$ cat config.mk
export PLATFORM = sky130hd
export DESIGN_NAME = cads_decode
export DESIGN_NICKNAME = d
export VERILOG_FILES = /design/src/verilog/cads_decode.v
export VERILOG_INCLUDE_DIRS = /design/src /design/src/verilog
export SDC_FILE = /design/constraint.sdc
export NUM_CORES = 1
export LEC_CHECK = 0
export ABC_AREA = 1
export BUFFER_PORTS_ARGS = -buffer_cell sky130_fd_sc_hd__buf_2
export CAP_MARGIN = 10
export CORE_ASPECT_RATIO = 1.5
export CORE_UTILIZATION = 45
export CTS_BUF_LIST = sky130_fd_sc_hd__clkbuf_4
export CTS_CLUSTER_DIAMETER = 30
export DETAILED_ROUTE_END_ITERATION = 8
export GPL_TIMING_DRIVEN = 0
export HOLD_SLACK_MARGIN = 0.1
export MAX_ROUTING_LAYER = met4
export PLACE_DENSITY = 0.77
export SLEW_MARGIN = 5
export SYNTH_ARGS = -nofsm -noshare
export SYNTH_HDL_FRONTEND = slang
export SYNTH_SLANG_ARGS = --single-unit
$ cat constraint.sdc
create_clock -name clk -period 2.6 [get_ports clk]
set_input_delay 0.52 -clock clk [delete_from_list [all_inputs] [get_ports clk]]
set_output_delay 0.52 -clock clk [all_outputs]
set_load 0.01 [all_outputs]
$ cat src/verilog/cads_defs.vh
// Purpose: Constants for the address decode and I/O select block.
// Assumes: 16-bit processor address bus, 8-bit port numbers.
// Notes: Definitions only.
`ifndef CADS_DEFS_VH
`define CADS_DEFS_VH
`define CADS_ADDR_W 16
`define CADS_PORT_W 8
`define CADS_TOP_BIT 4'hf
`define CADS_MAP_ISOLATED 1'b0
`define CADS_MAP_MEMORY 1'b1
`define CADS_MEM_CS_N 8
`define CADS_MEM_SEL_LSB 12
`define CADS_IO_CS_N 8
`define CADS_IO_SEL_LSB 4
`define CADS_LINEAR_LSB 0
`define CADS_LINEAR_W 8
`define CADS_ADDR_RST 16'h0000
`define CADS_OE_RST 1'b0
`define CADS_STROBE_IDLE_N 1'b1
`define CADS_CS_IDLE_N 8'hff
`endif

$ cat src/verilog/cads_decode.v
// Purpose: Address bus buffering, chip-select decode and I/O mode selection.
// Assumes: Processor strobes are active low and arrive on the clk domain.
// Notes: Outputs are registered, so selects follow the bus by one clock.
//   Linear select picks the lowest set bit if software sets more than one.
//   The address enable only qualifies the pad driver, which sits outside this block.
//
// Summary of operation
// [RULE1] Address buffers float whenever bus release request is high.
// [RULE2] Address bus is 16 bits, reaching 65k bytes of memory.
// [RULE3] Isolated mode selects 256 input and 256 output ports by I/O strobes.
// [RULE4] Isolated mode separates memory from I/O by strobes only; full range to memory.
// [RULE5] Decode a subset of address bits into chip-select outputs.
// [RULE6] Optional linear select: one address bit enables one I/O device.
// [RULE7] Mapped mode makes I/O strobes by gating memory strobes with gating bit.
// [RULE8] Mapped mode: memory while gating bit low, I/O only while high.
// [RULE9] Gating bit defaults to the top bit, limiting memory to 32k; selectable. The code has no default: gate_bit_sel alone picks the bit.
// [RULE10] Mapped I/O strobes drive I/O devices like isolated strobes.
// [RULE11] Memory strobes are active low; reads drive, writes latch while low.
// [RULE12] At most one chip select active for any address and strobe.
`include "cads_defs.vh"
`default_nettype none
module cads_decode (
  // Clock and reset
  input wire clk,
  input wire rst_n,
  // Configuration
  input wire map_mode,
  input wire [3:0] gate_bit_sel,
  input wire linear_mode,
  // Processor side
  input wire bus_release_request,
  input wire [`CADS_ADDR_W-1:0] cpu_addr,
  input wire mem_rd_n,
  input wire mem_wr_n,
  input wire io_rd_n,
  input wire io_wr_n,
  // Buffered address bus
  output wire [`CADS_ADDR_W-1:0] addr_out,
  output wire addr_oe,
  // Device side strobes
  output wire dev_mem_rd_n,
  output wire dev_mem_wr_n,
  output wire io_read_n,
  output wire io_write_n,
  output wire mapped_io_read_strobe,
  output wire mapped_io_write_strobe,
  // Chip selects
  output wire [`CADS_MEM_CS_N-1:0] mem_cs_n,
  output wire [`CADS_IO_CS_N-1:0] io_cs_n
);

  // ----------------------------------------
  // Decode helpers
  // ----------------------------------------
  // One-hot active-low decode of a 3-bit field; one call for the memory bank, two for the I/O bank.
  function [7:0] cads_onehot_n;
    input [2:0] idx;
    input en;
    begin
      cads_onehot_n = `CADS_CS_IDLE_N;
      if (en) begin
        cads_onehot_n[idx] = 1'b0; // RULE12
      end
    end
  endfunction

  // Passes an active-low strobe only while its enable is high.
  function cads_gate_n;
    input strobe_n;
    input en;
    begin
      cads_gate_n = ~(~strobe_n & en);
    end
  endfunction

  // ----------------------------------------
  // Combinational decode
  // ----------------------------------------
  wire gate_bit;
  wire mem_access;
  wire io_access;
  wire io_rd_any;
  wire io_wr_any;
  wire [2:0] mem_field;
  wire [2:0] io_field;
  wire [`CADS_LINEAR_W-1:0] lin_field;
  wire mapped_en;
  reg [7:0] io_cs_next;
  reg [7:0] lin_n;
  integer i;

  // ----------------------------------------
  // Mode decode
  // ----------------------------------------
  assign gate_bit = cpu_addr[gate_bit_sel]; // RULE9
  // A mapped port access needs both the mode and the gating bit.
  assign mapped_en = gate_bit & map_mode; // RULE7
  // In mapped mode the gating bit splits the space; isolated keeps all 64k for memory.
  assign mem_access = (map_mode == `CADS_MAP_MEMORY) ? ~gate_bit : 1'b1; // RULE4 RULE8
  assign io_rd_any = (map_mode == `CADS_MAP_MEMORY) ? (~mem_rd_n & gate_bit) : ~io_rd_n; // RULE7
  assign io_wr_any = (map_mode == `CADS_MAP_MEMORY) ? (~mem_wr_n & gate_bit) : ~io_wr_n; // RULE7
  assign io_access = io_rd_any | io_wr_any; // RULE3
  assign mem_field = cpu_addr[`CADS_MEM_SEL_LSB+2:`CADS_MEM_SEL_LSB];
  assign io_field = cpu_addr[`CADS_IO_SEL_LSB+2:`CADS_IO_SEL_LSB];
  assign lin_field = cpu_addr[`CADS_LINEAR_LSB+`CADS_LINEAR_W-1:`CADS_LINEAR_LSB];

  // ----------------------------------------
  // Select decode
  // ----------------------------------------
  always @* begin
    lin_n = `CADS_CS_IDLE_N;
    // Linear select trusts software to set only one port bit; a priority pick keeps one-hot.
    for (i = `CADS_LINEAR_W-1; i >= 0; i = i - 1) begin
      if (lin_field[i]) begin
        lin_n = cads_onehot_n(i[2:0], io_access); // RULE6 RULE12
      end
    end
    if (linear_mode) begin
      io_cs_next = lin_n;
    end else begin
      io_cs_next = cads_onehot_n(io_field, io_access); // RULE5
    end
  end

  // ----------------------------------------
  // Output registers
  // ----------------------------------------
  // Every output leaves from a flop so the selects never glitch while the address settles.
  reg [`CADS_ADDR_W-1:0] addr_reg;
  reg [`CADS_ADDR_W-1:0] addr_next;
  reg addr_oe_reg;
  reg addr_oe_next;
  reg dev_mem_rd_n_reg;
  reg dev_mem_rd_n_next;
  reg dev_mem_wr_n_reg;
  reg dev_mem_wr_n_next;
  reg io_read_n_reg;
  reg io_read_n_next;
  reg io_write_n_reg;
  reg io_write_n_next;
  reg mapped_rd_n_reg;
  reg mapped_rd_n_next;
  reg mapped_wr_n_reg;
  reg mapped_wr_n_next;
  reg [`CADS_MEM_CS_N-1:0] mem_cs_n_reg;
  reg [`CADS_MEM_CS_N-1:0] mem_cs_n_next;
  reg [`CADS_IO_CS_N-1:0] io_cs_n_reg;

  // ----------------------------------------
  // Next values
  // ----------------------------------------
  always @* begin
    addr_next = cpu_addr; // RULE2
    addr_oe_next = ~bus_release_request; // RULE1
  end

  // The one-cycle lag is the price of glitch-free selects.
  always @* begin
    dev_mem_rd_n_next = cads_gate_n(mem_rd_n, mem_access); // RULE8 RULE11
    dev_mem_wr_n_next = cads_gate_n(mem_wr_n, mem_access); // RULE8 RULE11
    io_read_n_next = ~io_rd_any; // RULE10
    io_write_n_next = ~io_wr_any; // RULE10
    mapped_rd_n_next = cads_gate_n(mem_rd_n, mapped_en); // RULE7
    mapped_wr_n_next = cads_gate_n(mem_wr_n, mapped_en); // RULE7
  end

  // A memory select never shares a cycle with an I/O select.
  always @* begin
    mem_cs_n_next = cads_onehot_n(mem_field,
      mem_access & ~io_access & (~mem_rd_n | ~mem_wr_n)); // RULE5 RULE12
  end

  // ----------------------------------------
  // Register update
  // ----------------------------------------
  // Reset leaves the address undriven so another master may own the bus at power-up.
  always @(posedge clk) begin
    if (!rst_n) begin
      addr_reg <= `CADS_ADDR_RST;
      addr_oe_reg <= `CADS_OE_RST;
    end else begin
      addr_reg <= addr_next;
      addr_oe_reg <= addr_oe_next;
    end
  end

  always @(posedge clk) begin
    if (!rst_n) begin
      dev_mem_rd_n_reg <= `CADS_STROBE_IDLE_N;
      dev_mem_wr_n_reg <= `CADS_STROBE_IDLE_N;
      io_read_n_reg <= `CADS_STROBE_IDLE_N;
      io_write_n_reg <= `CADS_STROBE_IDLE_N;
      mapped_rd_n_reg <= `CADS_STROBE_IDLE_N;
      mapped_wr_n_reg <= `CADS_STROBE_IDLE_N;
      mem_cs_n_reg <= `CADS_CS_IDLE_N;
      io_cs_n_reg <= `CADS_CS_IDLE_N;
    end else begin
      dev_mem_rd_n_reg <= dev_mem_rd_n_next;
      dev_mem_wr_n_reg <= dev_mem_wr_n_next;
      io_read_n_reg <= io_read_n_next;
      io_write_n_reg <= io_write_n_next;
      mapped_rd_n_reg <= mapped_rd_n_next;
      mapped_wr_n_reg <= mapped_wr_n_next;
      mem_cs_n_reg <= mem_cs_n_next;
      io_cs_n_reg <= io_cs_next; // RULE3
    end
  end

  // ----------------------------------------
  // Output drive
  // ----------------------------------------
  assign addr_out = addr_reg;
  assign addr_oe = addr_oe_reg;
  assign dev_mem_rd_n = dev_mem_rd_n_reg;
  assign dev_mem_wr_n = dev_mem_wr_n_reg;
  assign io_read_n = io_read_n_reg;
  assign io_write_n = io_write_n_reg;
  assign mapped_io_read_strobe = mapped_rd_n_reg;
  assign mapped_io_write_strobe = mapped_wr_n_reg;
  assign mem_cs_n = mem_cs_n_reg;
  assign io_cs_n = io_cs_n_reg;

endmodule
`default_nettype wire

Word level (Yosys, flattened, before mapping):

Index checks and enable logic that the tools add are counted.

* bits in registers: 39
* input bits: 29
* output and inout port bits: 39

* magnitude comparators: 5
* muxes and demuxes: 20
* bitwise operators: 26
* reductions and logical operators: 3

Operators by type and width (number)
* 8-bit two-way mux: 10
* 8-bit inverter: 2
* 1-bit inverter: 13
* 1-bit AND: 9
* 3-bit by 4-bit less-than comparator with 1-bit output (second input constant): 2
* 1-bit two-way mux: 7
* 1-bit demux with 3-bit select: 2
* 3-bit by 1-bit >= comparator with 1-bit output (second input constant): 2
* 4-bit by 5-bit less-than comparator with 1-bit output (second input constant): 1
* 1-bit binary-select mux with 4-bit select: 1
* 1-bit logical AND: 2
* 1-bit OR: 2
* 2-bit AND reduction: 1

Logic depth before layout (Yosys ltp):

* depth in word-level cells: 15
* depth in mapped cells: 15
* depth with buffers taken out: 13

Least setup slack after synthesis:

Ideal clock, no wire load.

* kind: input port to flip-flop
* from: in cpu_addr[4]
* to: reg io_cs_n_reg[6] (netlist: io_cs_n[6])
* library setup time: 112 ps
* arrival: 1585 ps
* data required time: 2488 ps
* slack: 903 ps
* stages: 15
* buffers on the path: 2
* cells stage by stage: buf_4 inv_1 nand2_1 nand3_1 nand3_1 nand3b_1 nand2_1 nand2_1 nand2_1 nand2_2 nand2_4 buf_8 nand3_1 nand2_1 nand2_1

* cells in the longest elaborated chain, start to end: 14
* elaborated cells between the ends (all ways): 23
* those cells by class: order compare: 2; mux: 16; bitwise: 4; reduce/logical: 1

RTL lines
* from (decl): line cads_decode.v:32 `` input wire [`CADS_ADDR_W-1:0] cpu_addr, ``
* 1-bit binary-select mux with 4-bit select: line cads_decode.v:95 `assign gate_bit = cpu_addr[gate_bit_sel];`
* 1-bit two-way mux (not written as such): line cads_decode.v:95
* 1-bit AND (on tied branches): line cads_decode.v:100, cads_decode.v:101
* 1-bit two-way mux (on tied branches): line cads_decode.v:100, cads_decode.v:101
* 1-bit OR: line cads_decode.v:102 `assign io_access = io_rd_any | io_wr_any;`
* 1-bit two-way mux: line cads_decode.v:61 `if (en) begin`
* 8-bit two-way mux (7 in a row): line cads_decode.v:114 `if (lin_field[i]) begin`
* 8-bit two-way mux *: line cads_decode.v:118 `if (linear_mode) begin`
* to (signal assigned): line cads_decode.v:196 `` io_cs_n_reg <= `CADS_CS_IDLE_N; ``
* to (signal assigned): line cads_decode.v:205 `io_cs_n_reg <= io_cs_next;`
* to (decl): line cads_decode.v:147 `` reg [`CADS_IO_CS_N-1:0] io_cs_n_reg; ``

Mark *: on every way between the ends. The rest lies on a longest branch, timed or not. The select of a mux whose other input is x is not followed.
A chain may end at the register's enable or synchronous reset.

Final worst setup path:

* from: in cpu_addr[5]
* to: reg io_cs_n_reg[5] (netlist: io_cs_n[5])

* cells in the longest elaborated chain, start to end: 13
* elaborated cells between the ends (all ways): 22
* those cells by class: order compare: 2; mux: 15; bitwise: 4; reduce/logical: 1

RTL lines (line)
* 1-bit binary-select mux with 4-bit select: cads_decode.v:95
* 1-bit two-way mux (not written as such): cads_decode.v:95
* 1-bit AND (on tied branches): cads_decode.v:100, cads_decode.v:101
* 1-bit two-way mux (on tied branches): cads_decode.v:100, cads_decode.v:101
* 1-bit OR: cads_decode.v:102
* 1-bit two-way mux: cads_decode.v:61
* 8-bit two-way mux (6 in a row): cads_decode.v:114
* 8-bit two-way mux *: cads_decode.v:118

Marked as above.

==> metrics.csv <==
metric,value,unit
status,completed,
first-pass detailed-route iteration total,4,
layout cell share with drive strength beyond 1,29.1,%
GRT Max-Usage Layer,met2,
Die W,49.9,µm
hold_buf cts,0,
"Hold Violations, Final",0,
area fraction of the dominant cell type after synthesis,50.4,%
post-route setup TNS,0,ns
critical path data required time,2.85,ns
Post-synth EDFFs,0,
Starting Density,48.0,%
Pins Over Slew Limit,0,
Global Route met3 Usage,5.38,%
grt ovf,0,
Synth Flop Type,dfxtp_1,
Critical Path Most Common Cell,nand2_1,
DRT antenna net count,0,
M1 GR Usage,20.0,%
first-pass GRT wire length,5280,µm
Clock power frac,32.5,%
WL/cell,9.83,µm
PD cells,595,nW/µm²
most numerous cell in the Yosys netlist,nand2_1,
crit-path max cell delay,0.14,ns
Crit. Startpoint,cpu_addr[5],
Post-Synthesis Cells,212,
total track usage,19.9,%
Iteration-0 DRC Markers,39,
DRC Markers,0,
VDD IR max,354,µV
type of the worst min-delay path,input port to register,
GRT met2 Usage,34.1,%
"Net Count, Synth",241,
number of synthesized register bits,39,
post-route cell area,2000,µm²
Flop pwr share,52.8,%
WS Path Type,input port to register,
internal power,0.000888,W
DP Wirelength,2530,µm
Hold Path Cell Cnt,2,
Slew HR,66.0,%
via count,1488,
commonest cells in the netlist,"nand2_1 (55), inv_1 (44), dfxtp_1 (39)",
crit-path cells,buf_2 > inv_1 > nand2_1 > nand3_1 > nand3_1 > nand3b_1 > nand2_1 > nand2_1 > nand2_1 > nand2_2 > nand2_4 > buf_8 > nand3_1 > nand2_1 > inv_1,
CTS Sinks,39,
Netlist Area Pre-Place,1550,µm²
Leak Pwr,1.14,nW
Final Critical Period,1.55,ns
WP data arrival,1.80,ns
Max Cap Viol,0,
mean area per synthesized cell,7.30,µm²
pin slew with the least headroom to its limit,0.508,ns
combinational share of power,14.8,%
# setup viols final,0,
type of origin of the critical path,input port,
RSZ-0062 raised after global routing,false,
crit end category,register,
Via density,4.58,
row count,25,
Cell variety after synth,21,
CTS max path bufs,2,
"Seq/Total Area, Yosys",50.4,%
Synth area leader,dfxtp_1,
slowest CP cell,buf_8,
Placer Congestion,0.862,
switching share of total power,25.4,%
period utilisation layout,59.4,%
Ports,68,
vias in the first global route,1305,
Ant. Diodes,0,
CTS tree,built,
Port-buffer cells,65,
largest net degree at the start of global routing,13,
CTS root buffer,clkbuf_4,
final WL,3200,µm
asr flop ratio synth,0,%
post_cts resized,0,
die footprint,3680,µm²
CP max FO,10,
max reg flops,16,
main area contributors after synthesis,"dfxtp_1 (50%), nand2_1 (13%), inv_1 (11%)",
CORE AREA,3220,µm²
Peak Freq,647,MHz
initial antenna violation count,0,
Switch Pwr,0.000302,W
H-tree levels,2,
yosys warns,0,
Layout area overhead,29.2,%
post-layout net count,313,
Clock transition at path regs,0.10,ns
postcts setup bufs,0,
worst min-delay path startpoint,bus_release_request,
Post-DP Area,1920,µm²
Die Ht,73.8,µm
WHS Endpoint,addr_oe$_SDFF_PN0_,
CTS Buf Count,5,
-- worst max path at each step --
stage                                  to  slack (ns)  depth (start not counted)
floorplan           io_cs_n[6]$_SDFF_PN1_        0.90                         15
global placement    io_cs_n[2]$_SDFF_PN1_        0.72                         15
detailed placement  io_cs_n[5]$_SDFF_PN1_        0.70                         15
CTS                 io_cs_n[1]$_SDFF_PN1_        1.07                         15
global route        io_cs_n[5]$_SDFF_PN1_        0.92                         15
finish              io_cs_n[5]$_SDFF_PN1_        1.05                         15
-- critical path, delay by kind of cell --
family | cells | cell delay (ns)
simple gates | 11 | 0.91
buf+inv | 4 | 0.39
-- kinds of logic (layout without fill, tap and decap cells) --
kind of cell | Yosys count | in the layout | synth area share [%]
and+or+nand+nor | 115 | 115 | 33.5
buffers and inverters | 54 | 127 | 14.7
AOI/OAI and AO/OA | 4 | 4 | 1.37
DFF | 39 | 39 | 50.4
-- cells in the final DEF (no fill, tap or decap) --
master	count
nor3_1	2
nor2_1	12
nand3_1	31
buf_4	1
clkinv_2	1
inv_4	1
o21ai_1	1
bufinv_16	1
or2_2	1
buf_8	1
buf_6	1
buf_2	65
a21oi_1	1
inv_2	4
inv_1	44
clkbuf_4	5
clkbuf_1	2
nand2_1	55
o21ai_0	1
clkinv_1	1
dfxtp_1	39
nand4_1	10
nand2_2	1
nand3b_1	2
nand2_4	1
o22ai_1	1
-- per-layer routing --
metal	share of wire (%)	wire [µm]	vias to the layer above
met2	51	1640	61
met5	0	0	-
met1	40	1270	628
met4	2.7	87	0
li1	-	-	789
met3	6.2	198	10
-- metrics by stage --
stage / util (%) / total power (W) / std cells / setup slack (ns) / hold WS, ns
after floorplan: - / 0.000747 / 212 / 0.903 / 0.592
after global placement: 59.7 / 0.000814 / 317 / 0.717 / 0.682
after detailed placement: 59.7 / 0.000818 / 317 / 0.696 / 0.680
after CTS: 62.1 / 0.00120 / 325 / 1.07 / 0.306
after global routing: 62.1 / 0.00125 / 325 / 0.920 / 0.315
final: 62.1 / 0.00119 / 325 / 1.05 / 0.317
-- power groups by stage --
stage,combinational [W],clock [W],sequential (W)
after global routing,0.000197,0.000425,0.000630
after CTS,0.000177,0.000398,0.000628
final,0.000176,0.000386,0.000627
after global placement,0.000173,0,0.000641
after detailed placement,0.000176,0,0.000641
after floorplan,0.0000913,0,0.000656
-- cell type report --
class	instances	area (µm²)
fillers	317	1220
flip-flops and latches	39	781
multi-input cells	119	539
repair buffers	65	325
inverters	49	186
well taps	40	50.0
plain buffers	5	41.3
clock inverters	3	38.8
clock buffers	5	37.5
No activity file was read; power rests on OpenSTA's default activity.
